### src/hdl/rcb_pkg.sv
// Shared constants and types for the coprocessor execute slice.
// Assumes a 16-bit instruction word and one bus clock for the whole slice.
package rcb_pkg;
	localparam int unsigned DATA_W = 16;
	localparam int unsigned REG_IDX_W = 3;
	localparam int unsigned NUM_REGS = 8;

	// Immediate AND on the upper byte: opcode in [15:11]
	localparam logic [4:0] AND_HIGH_BYTE_IMMEDIATE_OPC = 5'h11;
	localparam int unsigned AND_HIGH_BYTE_IMMEDIATE_LSB = 11;
	localparam int unsigned RD_LSB = 8;

	// Branch on carry clear: opcode in [15:9], offset in [8:0]
	localparam logic [6:0] BRANCH_CARRY_CLEAR_OPC = 7'h10;
	localparam int unsigned BRANCH_CARRY_CLEAR_LSB = 9;
	localparam int unsigned REL_W = 9;

	localparam logic [15:0] PC_STEP = 16'h0002;
	localparam logic [15:0] PC_RESET = 16'h0000;
	localparam logic [15:0] REG_RESET = 16'h0000;

	// Sign, zero, overflow, carry position in the flag vector
	localparam int unsigned FLAG_N = 3;
	localparam int unsigned FLAG_Z = 2;
	localparam int unsigned FLAG_V = 1;
	localparam int unsigned FLAG_C = 0;
	localparam logic [3:0] FLAGS_RESET = 4'h0;

	// Error causes
	localparam logic [1:0] ERR_NONE = 2'h0;
	localparam logic [1:0] ERR_OPCODE = 2'h1;
	localparam logic [1:0] ERR_FETCH = 2'h2;
	localparam logic [1:0] ERR_ACCESS = 2'h3;

	typedef enum logic [1:0] {
		RCB_IDLE = 2'b00,
		RCB_FETCH = 2'b01,
		RCB_REFILL = 2'b10,
		RCB_HALT = 2'b11
	} rcb_state_e;
endpackage

### src/hdl/rcb_dec_if.sv
// Decoded-instruction bundle between the execute core and its decoder.
// Purely combinational signals; no clock lives here.
`timescale 1ns/1ps
interface rcb_dec_if;
	logic [15:0] instr;
	logic is_and_high_byte_immediate;
	logic is_branch_carry_clear;
	logic illegal;
	logic [2:0] rd;
	logic [7:0] imm;
	logic [8:0] rel;

	modport core (output instr, input is_and_high_byte_immediate, is_branch_carry_clear, illegal, rd, imm, rel);
	modport dec (input instr, output is_and_high_byte_immediate, is_branch_carry_clear, illegal, rd, imm, rel);
endinterface

### src/hdl/rcb_decode.sv
// Instruction decoder for the execute slice.
// Assumes the instruction word is stable while the core samples the result.
`timescale 1ns/1ps
module rcb_decode (
	// Decoded bundle
	rcb_dec_if.dec d
);
	always_comb begin
		d.is_and_high_byte_immediate =
			d.instr[15:rcb_pkg::AND_HIGH_BYTE_IMMEDIATE_LSB] == rcb_pkg::AND_HIGH_BYTE_IMMEDIATE_OPC;
		d.is_branch_carry_clear =
			d.instr[15:rcb_pkg::BRANCH_CARRY_CLEAR_LSB] == rcb_pkg::BRANCH_CARRY_CLEAR_OPC;
		d.illegal = !(d.is_and_high_byte_immediate || d.is_branch_carry_clear);
		d.rd = d.instr[rcb_pkg::RD_LSB +: rcb_pkg::REG_IDX_W];
		d.imm = d.instr[7:0];
		d.rel = d.instr[rcb_pkg::REL_W-1:0];
	end
endmodule // rcb_decode

### src/hdl/rcb_exec.sv
// Execute slice of the coprocessor: upper-byte immediate AND, carry-clear
// branch, and software error detection that halts the thread.
// Assumes the memory controller answers one fetch at a time and flags
// illegal fetches and data accesses in the same cycle as the access.
// Register contents change only through the upper-byte AND in this slice.
`timescale 1ns/1ps

// Functional notes
// - Any software error halts execution at once; no further instruction completes.
// - Opcodes outside the defined set are illegal and raise a software error.
// - Fetches or data accesses flagged illegal by the memory controller raise an error.
// - Upper byte ANDed with 8-bit constant; lower byte unchanged.
// - Negative flag takes bit 15 of the result register.
// - Zero set when result byte is zero; overflow cleared; carry kept.
// - AND encoded 10001, register, immediate; one fetch cycle.
// - Carry clear branch: PC plus 2 plus doubled signed offset; flags unchanged.
// - Branch encoded 0010000 then 9-bit offset; timing differs taken versus not.
module rcb_exec (
	// Clock and reset
	input wire logic clk,
	input wire logic rst,
	// Thread control
	input wire logic start,
	input wire logic [15:0] start_pc,
	output logic running,
	output logic halted,
	// Instruction fetch
	output logic fetch_req,
	output logic [15:0] fetch_addr,
	input wire logic fetch_valid,
	input wire logic [15:0] fetch_data,
	input wire logic fetch_illegal,
	// Data access legality from the memory controller
	input wire logic access_illegal,
	// Status
	output logic sw_error,
	output logic [1:0] error_cause,
	output logic [15:0] pc,
	output logic [3:0] condition_flags,
	output logic retire,
	// Register inspection
	input wire logic [2:0] dbg_sel,
	output logic [15:0] dbg_data
);
	rcb_pkg::rcb_state_e state_reg, state_next;
	logic [15:0] pc_reg, pc_next;
	logic [3:0] flags_reg, flags_next;
	logic err_reg, err_next;
	logic [1:0] cause_reg, cause_next;
	logic retire_reg, retire_next;
	logic [15:0] dbg_reg, dbg_next;
	logic [15:0] regs [rcb_pkg::NUM_REGS];
	logic [15:0] regs_next [rcb_pkg::NUM_REGS];
	// Combinational write port of the register file
	logic rf_we;
	logic [2:0] rf_sel;
	logic [15:0] rf_wdata;
	logic [15:0] rd_val;
	logic [7:0] and_byte;

	// Decoded fields travel as one bundle
	rcb_dec_if dec_bus ();

	rcb_decode u_decode (
		.d(dec_bus.dec)
	);

	// Doubled, sign-extended branch displacement
	function automatic logic [15:0] rel_disp(input logic [8:0] rel);
		logic [15:0] ext;
		ext = {{7{rel[8]}}, rel};
		return {ext[14:0], 1'b0};
	endfunction

	// Sequential successor of an instruction address
	function automatic logic [15:0] next_seq(input logic [15:0] cur);
		return cur + rcb_pkg::PC_STEP;
	endfunction

	// Decoder sees the raw fetch bus; its result counts only with fetch_valid
	assign dec_bus.instr = fetch_data;
	assign rd_val = regs[dec_bus.rd];
	assign and_byte = rd_val[15:8] & dec_bus.imm;

	// Next state for control and status
	always_comb begin
		state_next = state_reg;
		pc_next = pc_reg;
		flags_next = flags_reg;
		err_next = err_reg;
		cause_next = cause_reg;
		retire_next = 1'b0;
		rf_we = 1'b0;
		rf_sel = dec_bus.rd;
		rf_wdata = rd_val;
		dbg_next = regs[dbg_sel];
		case (state_reg)
			// Restart clears only the error; flags and registers carry over
			rcb_pkg::RCB_IDLE, rcb_pkg::RCB_HALT: begin
				if (start) begin
					state_next = rcb_pkg::RCB_FETCH;
					pc_next = start_pc;
					err_next = 1'b0;
					cause_next = rcb_pkg::ERR_NONE;
				end
			end
			rcb_pkg::RCB_FETCH: begin
				// Priority access, fetch, opcode: one cause is kept
				if (access_illegal) begin
					// illegal data access stops the thread
					state_next = rcb_pkg::RCB_HALT;
					err_next = 1'b1;
					cause_next = rcb_pkg::ERR_ACCESS;
				end else if (fetch_valid && fetch_illegal) begin
					state_next = rcb_pkg::RCB_HALT;
					err_next = 1'b1;
					cause_next = rcb_pkg::ERR_FETCH;
				end else if (fetch_valid && dec_bus.illegal) begin
					// unknown opcode, halt before any update
					state_next = rcb_pkg::RCB_HALT;
					err_next = 1'b1;
					cause_next = rcb_pkg::ERR_OPCODE;
				end else if (fetch_valid && dec_bus.is_and_high_byte_immediate) begin
					// write upper byte, keep lower byte
					rf_we = 1'b1;
					rf_wdata = {and_byte, rd_val[7:0]};
					flags_next[rcb_pkg::FLAG_N] = and_byte[7];
					// zero on result byte, overflow cleared, carry kept
					flags_next[rcb_pkg::FLAG_Z] = and_byte == 8'h00;
					flags_next[rcb_pkg::FLAG_V] = 1'b0;
					pc_next = next_seq(pc_reg);
					retire_next = 1'b1;
				end else if (fetch_valid && dec_bus.is_branch_carry_clear) begin
					retire_next = 1'b1;
					// Carry is never written here, so every branch after reset is taken
					if (!flags_reg[rcb_pkg::FLAG_C]) begin
						pc_next = next_seq(pc_reg) + rel_disp(dec_bus.rel);
						// extra cycle to refill the stream
						state_next = rcb_pkg::RCB_REFILL;
					end else begin
						// not taken falls through in one cycle
						pc_next = next_seq(pc_reg);
					end
				end
			end
			// Fetch held off one cycle so no word in flight is taken
			rcb_pkg::RCB_REFILL: begin
				if (access_illegal) begin
					state_next = rcb_pkg::RCB_HALT;
					err_next = 1'b1;
					cause_next = rcb_pkg::ERR_ACCESS;
				end else begin
					state_next = rcb_pkg::RCB_FETCH;
				end
			end
			default: begin
				state_next = rcb_pkg::RCB_IDLE;
			end
		endcase
	end

	// Control and status registers
	always_ff @(posedge clk or posedge rst) begin
		if (rst) begin
			state_reg <= rcb_pkg::RCB_IDLE;
			pc_reg <= rcb_pkg::PC_RESET;
			flags_reg <= rcb_pkg::FLAGS_RESET;
			err_reg <= 1'b0;
			cause_reg <= rcb_pkg::ERR_NONE;
			retire_reg <= 1'b0;
			dbg_reg <= rcb_pkg::REG_RESET;
		end else begin
			state_reg <= state_next;
			pc_reg <= pc_next;
			flags_reg <= flags_next;
			err_reg <= err_next;
			cause_reg <= cause_next;
			retire_reg <= retire_next;
			dbg_reg <= dbg_next;
		end
	end

	// Register file next state; only the decoded destination changes
	always_comb begin
		regs_next = regs;
		if (rf_we) begin
			regs_next[rf_sel] = rf_wdata;
		end
	end

	// Register file is reset so inspection never shows unknowns
	always_ff @(posedge clk or posedge rst) begin
		if (rst) begin
			for (int i = 0; i < rcb_pkg::NUM_REGS; i++) begin
				regs[i] <= rcb_pkg::REG_RESET;
			end
		end else begin
			regs <= regs_next;
		end
	end

	// Fetch request is combinational so the memory sees the PC without a bubble
	assign fetch_req = state_reg == rcb_pkg::RCB_FETCH;
	assign fetch_addr = pc_reg;
	assign running = state_reg == rcb_pkg::RCB_FETCH || state_reg == rcb_pkg::RCB_REFILL;
	assign halted = state_reg == rcb_pkg::RCB_HALT;

	// Status comes straight from flip-flops
	assign sw_error = err_reg;
	assign error_cause = cause_reg;
	assign pc = pc_reg;
	assign condition_flags = flags_reg;
	assign retire = retire_reg;
	assign dbg_data = dbg_reg;
endmodule // rcb_exec

### config.mk
export PLATFORM = sky130hd
export DESIGN_NAME = rcb_exec
export DESIGN_NICKNAME = d
export VERILOG_FILES = /design/src/hdl/rcb_pkg.sv /design/src/hdl/rcb_dec_if.sv /design/src/hdl/rcb_decode.sv /design/src/hdl/rcb_exec.sv
export SDC_FILE = /design/constraint.sdc
export NUM_CORES = 1
export LEC_CHECK = 0
export ABC_AREA = 1
export BUFFER_PORTS_ARGS = -buffer_cell sky130_fd_sc_hd__buf_2
export CORE_MARGIN = 1
export CORE_UTILIZATION = 50
export DETAILED_ROUTE_END_ITERATION = 8
export PLACE_DENSITY = 0.72
export SLEW_MARGIN = 30
export SYNTH_ARGS = -nofsm -noshare
export SYNTH_HDL_FRONTEND = slang
export SYNTH_HIERARCHICAL = 1
export SYNTH_SLANG_ARGS = --single-unit
### constraint.sdc
create_clock -name clk -period 11.4 [get_ports clk]
set_input_delay 2.28 -clock clk [delete_from_list [all_inputs] [get_ports clk]]
set_output_delay 2.28 -clock clk [all_outputs]
set_load 0.01 [all_outputs]
# Yosys cells after proc, flatten, opt, wreduce, memory -nomap -nowiden

Cells that the tools add are included.
W data, S select, Z words.

Output and inout port bits: 59
Logic and storage cells: 108
Bits in registers: 168

$lt $le $gt $ge: 3
Add/sub/neg operators: 2
Equal/unequal tests: 14
Bitwise operators: 6
Multiplexer cells: 52
Reductions and logical operators: 16

Operators by type and width:

| kind                    | count |
|---|---|
| $mux W16                | 16 |
| $bwmux W128             | 1 |
| $bmux W16 S3            | 2 |
| $demux W16 S3           | 1 |
| $pmux W16 S2            | 1 |
| $mux W2                 | 12 |
| $add A16 B16 Y16        | 1 |
| $add A16 B2 Y16 const B | 1 |
| $mux W1                 | 16 |
| $pmux W2 S3             | 2 |
| $ne A2 B2 Y1 const B    | 5 |
| $and A8 B8 Y8           | 1 |
| $ge A4 B4 Y1 const B    | 2 |
| $logic_not A8 Y1        | 1 |
| $not A3 Y4              | 2 |
| $eq A7 B5 Y1 const B    | 1 |
| $reduce_and A3 Y1       | 2 |
| $reduce_and A6 Y1       | 1 |
| $eq A5 B5 Y1 const B    | 1 |
| $logic_and A1 B1 Y1     | 5 |
| $ne A5 B1 Y1 const B    | 1 |
| $ne A5 B5 Y1 const B    | 1 |
| $reduce_and A5 Y1       | 1 |
| $eq A2 B2 Y1 const B    | 2 |
| 11 further kinds        | 14 |

# Longest topological paths before layout

Gate-level depths: netlist of the first run.

Depth in word-level cells: 11
Gate-level depth with buffers: 20
Depth with buffers taken out: 20

# Modules after synthesis

Netlist of the first run, hierarchy kept.

Modules (own cells, without submodules):

| module     | instances | cells each | area an instance (µm²) | seq. area each (µm²) |
|---|---|---|---|---|
| rcb_exec   | 1         | 1170       | 8919.8                 | 4204.0 |
| rcb_decode | 1         | 33         | 202.7                  | 0.0 |

# Worst setup path before layout of the first run

Ideal clock, no wire load.

Path type: input to register
Start point: in fetch_data[0]
End point: reg pc_reg[13], in the netlist fetch_addr[13]
Stages on the path: 16
Required time: 11.284 ns
Buffers on the path: 1
Setup time: 0.116 ns
Data arrival time: 3.685 ns
Path slack: 7.598 ns
Path through: buf_4 ha_1 inv_1 fa_1 inv_1 nand2_1 nand3_1 nand2_1 nand2_1 nand2_1 nand2_1 nand2_1 nand3_1 nand2_1 nand2_1 nand2_1

Word-level cells in the longest chain between the ends: 7

RTL lines:

| element              | line            | text |
|---|---|---|
| from (decl)          | rcb_exec.sv:31  | `input wire logic [15:0] fetch_data,` |
| $add A16 B16 Y16     | rcb_exec.sv:137 | `pc_next = next_seq(pc_reg) + rel_disp(dec_bus.rel);` |
| $mux W16             | rcb_exec.sv:133 | `end else if (fetch_valid && dec_bus.is_branch_carry_clear) begin` |
| $mux W16             | rcb_exec.sv:123 | `end else if (fetch_valid && dec_bus.is_and_high_byte_immediate) begin` |
| $mux W16             | rcb_exec.sv:118 | `end else if (fetch_valid && dec_bus.illegal) begin` |
| $mux W16             | rcb_exec.sv:114 | `end else if (fetch_valid && fetch_illegal) begin` |
| $mux W16             | rcb_exec.sv:109 | `if (access_illegal) begin` |
| $pmux W16 S2         | rcb_exec.sv:97  | `case (state_reg)` |
| to (signal assigned) | rcb_exec.sv:166 | `pc_reg <= rcb_pkg::PC_RESET;` |
| to (signal assigned) | rcb_exec.sv:174 | `pc_reg <= pc_next;` |
| to (decl)            | rcb_exec.sv:46  | `logic [15:0] pc_reg, pc_next;` |

Every way passes these cells. The select of a mux whose other input is x is not followed.
A chain may end at the register's enable or synchronous reset.

# Worst setup path after layout of the first run

Start point: in fetch_data[9]
End point: reg regs[90] in the netlist's numbering

Word-level cells in the longest chain between the ends: 11
Elaborated cells on any way between the ends: 24
Classes of those cells: order compare (2); eq/ne (1); mux (15); bitwise (2); reduce/logical (4)

RTL lines:

| element                                      | line                            | text |
|---|---|---|
| $not A3 Y4 (not written as such)             | rcb_exec.sv:82, rcb_exec.sv:187 |  |
| $bmux W16 S3                                 | rcb_exec.sv:82                  | `assign rd_val = regs[dec_bus.rd];` |
| $mux W16 (not written as such) (2 in series) | rcb_exec.sv:82                  |  |
| $and A8 B8 Y8                                | rcb_exec.sv:83                  | `assign and_byte = rd_val[15:8] & dec_bus.imm;` |
| $mux W16                                     | rcb_exec.sv:123                 |  |
| $mux W16                                     | rcb_exec.sv:118                 |  |
| $mux W16                                     | rcb_exec.sv:114                 |  |
| $mux W16                                     | rcb_exec.sv:109                 |  |
| $mux W16                                     | rcb_exec.sv:97                  |  |
| $bwmux W128                                  | rcb_exec.sv:187                 | `regs_next[rf_sel] = rf_wdata;` |
| to (signal, indexed assignment)              | rcb_exec.sv:195                 | `regs[i] <= rcb_pkg::REG_RESET;` |
| to (signal assigned)                         | rcb_exec.sv:198                 | `regs <= regs_next;` |
| to (decl)                                    | rcb_exec.sv:52                  | `logic [15:0] regs [rcb_pkg::NUM_REGS];` |

Parallel ways exist; a longest one is shown, timed or not. The select of a mux whose other input is x is not followed.

==> results of run 1 <==
-- power by group through the flow --
| stage | Combinational, mW | Clock (mW) | Sequential [mW] |
|---|---|---|---|
| after detailed placement | 0.735 | 0 | 0.702 |
| after floorplan | 0.566 | 0 | 0.712 |
| after global routing | 0.851 | 0.641 | 0.699 |
| final | 0.738 | 0.607 | 0.691 |
| after global placement | 0.722 | 0 | 0.700 |
| after CTS | 0.739 | 0.615 | 0.690 |
-- synthesized netlist by cell type, types with 13 or more instances --
master	n
sky130_fd_sc_hd__nand2_1	284
sky130_fd_sc_hd__o211ai_1	13
sky130_fd_sc_hd__clkbuf_1	98
sky130_fd_sc_hd__buf_4	38
sky130_fd_sc_hd__dfrtp_1	168
sky130_fd_sc_hd__ha_1	23
sky130_fd_sc_hd__nor2_1	134
sky130_fd_sc_hd__nand3_1	42
sky130_fd_sc_hd__o21ai_0	138
sky130_fd_sc_hd__a31oi_1	22
sky130_fd_sc_hd__a21oi_1	49
sky130_fd_sc_hd__o21ai_1	16
sky130_fd_sc_hd__o22ai_1	15
sky130_fd_sc_hd__inv_1	94
-- critical path, delay by kind of cell --
kind | cells | cell delay (ns)
buf+inv | 2 | 0.62
compound gates | 1 | 0.11
simple gates | 3 | 1.33
-- cell families after synthesis --
family | after synthesis | share of synthesized area
AOI/OAI and AO/OA | 270 | 0.163
xor gates and xnor gates | 11 | 0.0106
adders and majority gates | 24 | 0.0337
buffers and inverters | 247 | 0.119
DFF | 168 | 0.461
other | 1 | 0.000411
and+or+nand+nor | 482 | 0.213
-- worst min-delay path by stage --
stage                           end  slack, ns  cells past startpoint
final                      regs[70]       0.37                      0
after global placement     regs[67]       0.36                      0
after detailed placement   regs[17]       0.36                      0
after floorplan           regs[100]       0.42                      1
after CTS                  regs[70]       0.38                      0
after global routing       regs[39]       0.39                      0
-- metrics by stage --
step	cell area, um2	utilization	total power, mW	worst slack [ns]
4_1_cts	9860	0.551	2.04	7.08
3_5_place_dp	9220	0.515	1.44	6.94
6_report	9860	0.551	2.04	7.34
3_3_place_gp	9210	0.515	1.42	7.03
5_1_grt	9860	0.551	2.19	7.16
2_1_floorplan	9130	-	1.28	4.57
-- per-layer routing --
layer | up-vias | routed length, um | share of wire
li1 | 3766 | - | -
met1 | 3492 | 10000 | 0.47
met2 | 251 | 9750 | 0.45
met3 | 47 | 1220 | 0.057
met4 | 0 | 490 | 0.023
met5 | - | 0 | 0
-- layout make-up --
type | instances | share of cell area
repair buffers | 101 | 0.0527
clock inverters | 15 | 0.0220
inverters | 97 | 0.0374
well taps | 229 | 0.0291
flip-flops and latches | 168 | 0.426
clock buffers | 17 | 0.0431
multi-input cells | 789 | 0.389
==> impl_metrics.xml, run 1 <==
<?xml version="1.0" encoding="UTF-8"?>
<metrics>
  <group name="run_status">
    <metric name="status" unit="">finished, final reports clean</metric>
  </group>
  <group name="layout">
    <metric name="largest_register" unit="">regs</metric>
    <metric name="combined_flip_flop_and_latch_cell_area" unit="um2">4200</metric>
    <metric name="most_frequent_cells_in_the_layout" unit="">sky130_fd_sc_hd__nand2_1, sky130_fd_sc_hd__dfrtp_1, sky130_fd_sc_hd__o21ai_0</metric>
    <metric name="area_growth" unit="%">8.09</metric>
    <metric name="post_route_cells_drive_above_1_share" unit="">0.131</metric>
    <metric name="area_of_the_multi_input_gates" unit="um2">3840</metric>
    <metric name="final_nets" unit="">1239</metric>
    <metric name="final.fill_count" unit="">1623</metric>
    <metric name="final_common_cell" unit="">sky130_fd_sc_hd__nand2_1</metric>
    <metric name="antenna_cells_inserted" unit="">0</metric>
    <metric name="largest_reg_flops" unit="">128</metric>
    <metric name="layout.cells.non_filler" unit="">1416</metric>
  </group>
  <group name="die">
    <metric name="chip_width" unit="um">137</metric>
    <metric name="core_area" unit="um2">17900</metric>
    <metric name="design.die.area" unit="um2">18800</metric>
    <metric name="initial_core_util" unit="">0.510</metric>
    <metric name="die_height" unit="um">137</metric>
    <metric name="placementRows" unit="">49</metric>
    <metric name="design.portCount" unit="">100</metric>
  </group>
  <group name="drt">
    <metric name="drcViolationCount" unit="">0</metric>
    <metric name="routed-via-count" unit="">7556</metric>
    <metric name="wl" unit="mm">21.5</metric>
    <metric name="ant_nets" unit="">0</metric>
    <metric name="viasPerCell" unit="">5.34</metric>
    <metric name="drt_first_pass_iters" unit="">6</metric>
    <metric name="wl_per_cell" unit="um">15.2</metric>
    <metric name="drt-initial-drc-count" unit="">763</metric>
  </group>
  <group name="global_route">
    <metric name="vias_in_the_first_global_route" unit="">7007</metric>
    <metric name="gr-usage-met3" unit="">0.0485</metric>
    <metric name="antenna_found_initial" unit="">0</metric>
    <metric name="grt_remaining_overflow" unit="">0</metric>
    <metric name="grt_use_total" unit="">0.243</metric>
    <metric name="global_route_wire_length_before_repair" unit="mm">35.3</metric>
    <metric name="groute.layer.met2.usage" unit="">0.372</metric>
    <metric name="grt_start_max_net_pins" unit="">89</metric>
    <metric name="use_met1" unit="">0.343</metric>
    <metric name="grt.busiest_layer" unit="">met2</metric>
  </group>
  <group name="cts">
    <metric name="cts.root.buffer_cell" unit="">sky130_fd_sc_hd__clkbuf_16</metric>
    <metric name="number_of_resized_instances_in_the_post_cts_repair_step" unit="">0</metric>
    <metric name="insertion_delay" unit="ns">0.44</metric>
    <metric name="cts_inserted_buffers" unit="">17</metric>
    <metric name="post_cts_hold_buffer_count" unit="">0</metric>
    <metric name="post_cts_buffers" unit="">0</metric>
    <metric name="cts.reportedPaths.clkPinSlew" unit="ns">0.07</metric>
    <metric name="clock_path_buffers" unit="">2</metric>
    <metric name="tritoncts_clock_tree" unit="">done</metric>
    <metric name="htree_levels" unit="">4</metric>
    <metric name="cts_num_sinks" unit="">168</metric>
  </group>
  <group name="synthesis">
    <metric name="post_synth.cell_area_avg" unit="um2">7.58</metric>
    <metric name="syn_inst" unit="">1203</metric>
    <metric name="synthDistinctLibCells" unit="">38</metric>
    <metric name="synth-async-reset-ratio" unit="">1.00</metric>
    <metric name="synth_flop_cell" unit="">sky130_fd_sc_hd__dfrtp_1</metric>
    <metric name="number_of_warnings_issued_by_yosys" unit="">6</metric>
    <metric name="largest_cells_by_area_after_synthesis" unit="">sky130_fd_sc_hd__dfrtp_1, sky130_fd_sc_hd__nand2_1, sky130_fd_sc_hd__o21ai_0, sky130_fd_sc_hd__nor2_1, sky130_fd_sc_hd__clkbuf_1</metric>
    <metric name="synth_top_area_frac" unit="">0.461</metric>
    <metric name="synth_top_cell_by_area" unit="">sky130_fd_sc_hd__dfrtp_1</metric>
    <metric name="synth_seq_area_share" unit="">0.461</metric>
    <metric name="synth.cell_area" unit="um2">9120</metric>
    <metric name="number_of_enable_type_register_cells_in_the_synthesized_netlist" unit="">0</metric>
    <metric name="synth.ff_latch_count" unit="">168</metric>
  </group>
  <group name="worst_setup_path">
    <metric name="cp_cell_sequence" unit="">buf_2 &gt; inv_1 &gt; nor3_1 &gt; nand2_1 &gt; nand2_1 &gt; o21ai_0</metric>
    <metric name="crit_path_start" unit="">fetch_data[9]</metric>
    <metric name="cp_common_cell" unit="">sky130_fd_sc_hd__nand2_1</metric>
    <metric name="crit_path_max_incr_delay" unit="ns">0.60</metric>
    <metric name="worstPathArrival" unit="ns">4.35</metric>
    <metric name="critPathRequiredTime" unit="ns">11.69</metric>
    <metric name="setup.worst_path.class" unit="">input pin to flip-flop</metric>
    <metric name="kind_of_start_point_of_the_critical_path" unit="">input pin</metric>
    <metric name="crit_end" unit="">regs[90]</metric>
    <metric name="critPathMaxFanout" unit="">16</metric>
    <metric name="worstRegToRegCells" unit="">18</metric>
    <metric name="worstReg2RegStart" unit="">fetch_addr[1]</metric>
    <metric name="endpoint_kind" unit="">flip-flop</metric>
    <metric name="slowest_cell_on_the_critical_path" unit="">sky130_fd_sc_hd__nand2_1</metric>
    <metric name="register_to_register_setup_slack" unit="ns">8.45</metric>
    <metric name="worstReg2RegEnd" unit="">fetch_addr[15]</metric>
  </group>
  <group name="sta">
    <metric name="worst_hold_slack" unit="ns">0.372</metric>
    <metric name="rsz0062_at_grt" unit="">false</metric>
    <metric name="fmax" unit="GHz">0.246</metric>
    <metric name="slew_headroom" unit="">0.375</metric>
    <metric name="finalCritPeriodShare" unit="">0.356</metric>
    <metric name="setup-violations-final" unit="">0</metric>
    <metric name="tightest_pin_transition" unit="ns">0.937</metric>
    <metric name="drv_slew" unit="">0</metric>
    <metric name="fin_setup_tns" unit="ns">0</metric>
    <metric name="report.final.hold_viol_count" unit="">0</metric>
    <metric name="final.setup_skew" unit="ns">0.0111</metric>
    <metric name="final.min_clock_period" unit="ns">4.06</metric>
  </group>
  <group name="job">
    <metric name="cap_violations" unit="">0</metric>
  </group>
  <group name="placed_design">
    <metric name="placed_cells" unit="">1384</metric>
    <metric name="dp_hpwl" unit="mm">14.2</metric>
    <metric name="routability_cong" unit="">0.913</metric>
    <metric name="io_buffer_count" unit="">97</metric>
  </group>
  <group name="power">
    <metric name="sequentialPowerShare" unit="">0.339</metric>
    <metric name="switching_share" unit="">0.403</metric>
    <metric name="cellLeakagePower" unit="nW">4.91</metric>
    <metric name="vdd_ir_drop_max" unit="V">0.000165</metric>
    <metric name="cellInternalPower" unit="mW">1.22</metric>
    <metric name="power_density_normalized_to_cell_area" unit="nW/um2">206</metric>
    <metric name="clkPwrFrac" unit="">0.298</metric>
    <metric name="p_switching" unit="mW">0.819</metric>
    <metric name="logic_pwr_share" unit="">0.362</metric>
  </group>
  <group name="min_path">
    <metric name="worst_hold_start" unit="">regs[70]</metric>
    <metric name="timing.hold.worst.class" unit="">flip-flop to flip-flop</metric>
  </group>
</metrics>
(Power assumes the default switching activity.)
==> run 2, diff against run 1 <==
--- a/config.mk
+++ b/config.mk
@@ -5,12 +5,12 @@
 export SDC_FILE = /design/constraint.sdc
 export NUM_CORES = 1
 export LEC_CHECK = 0
-export ABC_AREA = 1
+export ABC_AREA = 0
 export BUFFER_PORTS_ARGS = -buffer_cell sky130_fd_sc_hd__buf_2
 export CORE_MARGIN = 1
 export CORE_UTILIZATION = 50
 export DETAILED_ROUTE_END_ITERATION = 8
-export PLACE_DENSITY = 0.72
+export PLACE_DENSITY = 0.75
 export SLEW_MARGIN = 30
 export SYNTH_ARGS = -nofsm -noshare
 export SYNTH_HDL_FRONTEND = slang
==> constraint.sdc (replaced) <==
create_clock -name clk -period 3.56 [get_ports clk]
set_input_delay 0.712 -clock clk [delete_from_list [all_inputs] [get_ports clk]]
set_output_delay 0.712 -clock clk [all_outputs]
set_load 0.01 [all_outputs]
==> run 2 against run 1 <==
First-iteration DRC count fell by 49%. Critical path depth grew 6. Hold slack got worse by 0.12 ns. Largest power group is now registers.
==> impl_metrics.xml, run 2 <==
<?xml version="1.0" encoding="UTF-8"?>
<metrics>
  <group name="run_status">
    <metric name="status" unit="">finished, final reports clean</metric>
  </group>
  <group name="die">
    <metric name="core_area" unit="um2">17200</metric>
    <metric name="die_height" unit="um">135</metric>
    <metric name="design.die.area" unit="um2">18200</metric>
    <metric name="placementRows" unit="">48</metric>
    <metric name="chip_width" unit="um">135</metric>
    <metric name="design.portCount" unit="">100</metric>
    <metric name="initial_core_util" unit="">0.512</metric>
  </group>
  <group name="sta">
    <metric name="fin_setup_tns" unit="ns">0</metric>
    <metric name="rsz0062_at_grt" unit="">false</metric>
    <metric name="finalCritPeriodShare" unit="">0.900</metric>
    <metric name="worst_hold_slack" unit="ns">0.254</metric>
    <metric name="slew_headroom" unit="">0.415</metric>
    <metric name="drv_slew" unit="">0</metric>
    <metric name="final.min_clock_period" unit="ns">3.20</metric>
    <metric name="final.setup_skew" unit="ns">0.0136</metric>
    <metric name="setup-violations-final" unit="">0</metric>
    <metric name="fmax" unit="GHz">0.312</metric>
    <metric name="report.final.hold_viol_count" unit="">0</metric>
    <metric name="tightest_pin_transition" unit="ns">0.868</metric>
  </group>
  <group name="power">
    <metric name="power_density_normalized_to_cell_area" unit="nW/um2">644</metric>
    <metric name="cellInternalPower" unit="mW">4.02</metric>
    <metric name="switching_share" unit="">0.354</metric>
    <metric name="clkPwrFrac" unit="">0.319</metric>
    <metric name="cellLeakagePower" unit="nW">4.57</metric>
    <metric name="vdd_ir_drop_max" unit="V">0.000450</metric>
    <metric name="p_switching" unit="mW">2.20</metric>
    <metric name="logic_pwr_share" unit="">0.327</metric>
    <metric name="sequentialPowerShare" unit="">0.355</metric>
  </group>
  <group name="synthesis">
    <metric name="synth_seq_area_share" unit="">0.477</metric>
    <metric name="synth.cell_area" unit="um2">8820</metric>
    <metric name="synth_flop_cell" unit="">sky130_fd_sc_hd__dfrtp_1</metric>
    <metric name="number_of_warnings_issued_by_yosys" unit="">6</metric>
    <metric name="synth_top_area_frac" unit="">0.477</metric>
    <metric name="synth_top_cell_by_area" unit="">sky130_fd_sc_hd__dfrtp_1</metric>
    <metric name="post_synth.cell_area_avg" unit="um2">10.9</metric>
    <metric name="synthMostInstantiatedCell" unit="">sky130_fd_sc_hd__dfrtp_1</metric>
    <metric name="syn_inst" unit="">813</metric>
    <metric name="synth.ff_latch_count" unit="">168</metric>
    <metric name="synth_common_cells" unit="">sky130_fd_sc_hd__dfrtp_1, sky130_fd_sc_hd__nand2_1, sky130_fd_sc_hd__o21ai_0</metric>
    <metric name="number_of_enable_type_register_cells_in_the_synthesized_netlist" unit="">0</metric>
    <metric name="largest_cells_by_area_after_synthesis" unit="">sky130_fd_sc_hd__dfrtp_1, sky130_fd_sc_hd__mux4_2, sky130_fd_sc_hd__o21ai_0, sky130_fd_sc_hd__mux2_2, sky130_fd_sc_hd__nand2_1</metric>
    <metric name="synth-async-reset-ratio" unit="">1.00</metric>
    <metric name="synthDistinctLibCells" unit="">63</metric>
  </group>
  <group name="layout">
    <metric name="layout.cells.non_filler" unit="">1049</metric>
    <metric name="final_common_cell" unit="">sky130_fd_sc_hd__dfrtp_1</metric>
    <metric name="largest_reg_flops" unit="">128</metric>
    <metric name="antenna_cells_inserted" unit="">0</metric>
    <metric name="final.fill_count" unit="">1392</metric>
    <metric name="area_growth" unit="%">9.63</metric>
    <metric name="final_nets" unit="">876</metric>
    <metric name="most_frequent_cells_in_the_layout" unit="">sky130_fd_sc_hd__dfrtp_1, sky130_fd_sc_hd__buf_2, sky130_fd_sc_hd__nand2_1</metric>
    <metric name="post_route_cells_drive_above_1_share" unit="">0.289</metric>
    <metric name="largest_register" unit="">regs</metric>
  </group>
  <group name="cts">
    <metric name="post_cts_hold_buffer_count" unit="">0</metric>
    <metric name="cts_inserted_buffers" unit="">17</metric>
    <metric name="post_cts_buffers" unit="">0</metric>
    <metric name="cts_num_sinks" unit="">168</metric>
    <metric name="cts.reportedPaths.clkPinSlew" unit="ns">0.07</metric>
    <metric name="number_of_resized_instances_in_the_post_cts_repair_step" unit="">0</metric>
    <metric name="clock_path_buffers" unit="">2</metric>
    <metric name="tritoncts_clock_tree" unit="">done</metric>
    <metric name="htree_levels" unit="">4</metric>
    <metric name="insertion_delay" unit="ns">0.44</metric>
    <metric name="cts.root.buffer_cell" unit="">sky130_fd_sc_hd__clkbuf_16</metric>
  </group>
  <group name="global_route">
    <metric name="global_route_wire_length_before_repair" unit="mm">31.2</metric>
    <metric name="grt_remaining_overflow" unit="">0</metric>
    <metric name="grt_use_total" unit="">0.226</metric>
    <metric name="grt_start_max_net_pins" unit="">71</metric>
    <metric name="antenna_found_initial" unit="">0</metric>
    <metric name="vias_in_the_first_global_route" unit="">5873</metric>
  </group>
  <group name="job">
    <metric name="cap_violations" unit="">0</metric>
  </group>
  <group name="worst_setup_path">
    <metric name="critPathMaxFanout" unit="">9</metric>
    <metric name="kind_of_start_point_of_the_critical_path" unit="">flip-flop</metric>
    <metric name="setup.worst_path.class" unit="">flip-flop to flip-flop</metric>
    <metric name="critPathRequiredTime" unit="ns">3.86</metric>
    <metric name="worstPathArrival" unit="ns">3.51</metric>
    <metric name="endpoint_kind" unit="">flip-flop</metric>
  </group>
  <group name="drt">
    <metric name="drt-initial-drc-count" unit="">389</metric>
    <metric name="routed-via-count" unit="">5920</metric>
    <metric name="drcViolationCount" unit="">0</metric>
    <metric name="wl_per_cell" unit="um">18.2</metric>
    <metric name="viasPerCell" unit="">5.64</metric>
    <metric name="drt_first_pass_iters" unit="">5</metric>
    <metric name="ant_nets" unit="">0</metric>
    <metric name="wl" unit="mm">19.1</metric>
  </group>
  <group name="min_path">
    <metric name="timing.hold.worst.class" unit="">input pin to asynchronous set/reset pin</metric>
  </group>
  <group name="placed_design">
    <metric name="dp_hpwl" unit="mm">13.0</metric>
    <metric name="io_buffer_count" unit="">97</metric>
    <metric name="routability_cong" unit="">0.880</metric>
    <metric name="placed_cells" unit="">1017</metric>
  </group>
</metrics>
-- run 2: layer usage --
metal | track usage | wire length [um] | up-vias
li1 | - | - | 2778
met1 | 0.307 | 8450 | 2879
met2 | 0.361 | 9120 | 237
met3 | 0.0514 | 1240 | 26
met4 | 0.0705 | 312 | 0
met5 | 0 | 0 | -
-- run 2: cells by family after synthesis --
family / synth area share
flip-flops: 0.477
buffers and inverters: 0.0885
AND/OR/NAND/NOR: 0.0997
AO/OA/AOI/OAI: 0.111
adder cells (fa/ha/maj): 0.0349
multiplexers: 0.167
other: 0.000425
XOR/XNOR: 0.0218
-- run 2: power groups by stage --
| stage | Clock, mW | Sequential [mW] | Combinational, mW |
|---|---|---|---|
| after floorplan | 0 | 2.26 | 1.53 |
| after global placement | 0 | 2.24 | 1.99 |
| after detailed placement | 0 | 2.24 | 2.01 |
| after CTS | 2.02 | 2.20 | 2.04 |
| after global routing | 2.09 | 2.22 | 2.27 |
| final | 1.98 | 2.21 | 2.03 |
-- run 2: final timing paths --
kind | start | to | slack [ns] | depth (start not counted)
setup reg to reg | fetch_addr[1] | fetch_addr[15] | 0.36 | 12
hold / removal | rst | regs[127] | 0.25 | 2
setup / recovery | fetch_addr[1] | fetch_addr[15] | 0.36 | 12
min in group clk | regs[18] | regs[18] | 0.37 | 0
max in group asynchronous | rst | fetch_addr[5] | 2.43 | 3
hold reg to reg | regs[18] | regs[18] | 0.37 | 0
-- run 2: metrics by stage --
stage	power, mW	instance area, um2	worst slack, ns	util
after floorplan	3.80	8830	0.646	-
after global placement	4.22	9040	0.464	0.524
after detailed placement	4.25	9040	0.435	0.524
after CTS	6.26	9670	0.378	0.561
after global routing	6.59	9670	0.148	0.561
final	6.22	9670	0.356	0.561
-- run 2: cell type report --
type	instances	area, um2	area share
clock buffer	18	429	0.0444
clock inverter	14	204	0.0211
inverter	22	86.3	0.00893
multi-input combinational	488	3840	0.397
sequential	168	4200	0.435
tap	225	282	0.0291
timing repair buffer	114	626	0.0647
-- run 2: critical path, cell delays in order, from the launching register on --
cell and delay, ns:
sky130_fd_sc_hd__dfrtp_1 0.48, sky130_fd_sc_hd__and4_1 0.35, sky130_fd_sc_hd__nand4_1 0.16, sky130_fd_sc_hd__or2_2 0.33, sky130_fd_sc_hd__xnor2_1 0.15, sky130_fd_sc_hd__ha_1 0.40
sky130_fd_sc_hd__nand3_1 0.12, sky130_fd_sc_hd__a211oi_2 0.26, sky130_fd_sc_hd__o21a_1 0.24, sky130_fd_sc_hd__o211ai_2 0.11, sky130_fd_sc_hd__nor3_2 0.21, sky130_fd_sc_hd__mux2i_1 0.19
sky130_fd_sc_hd__a21oi_1 0.07
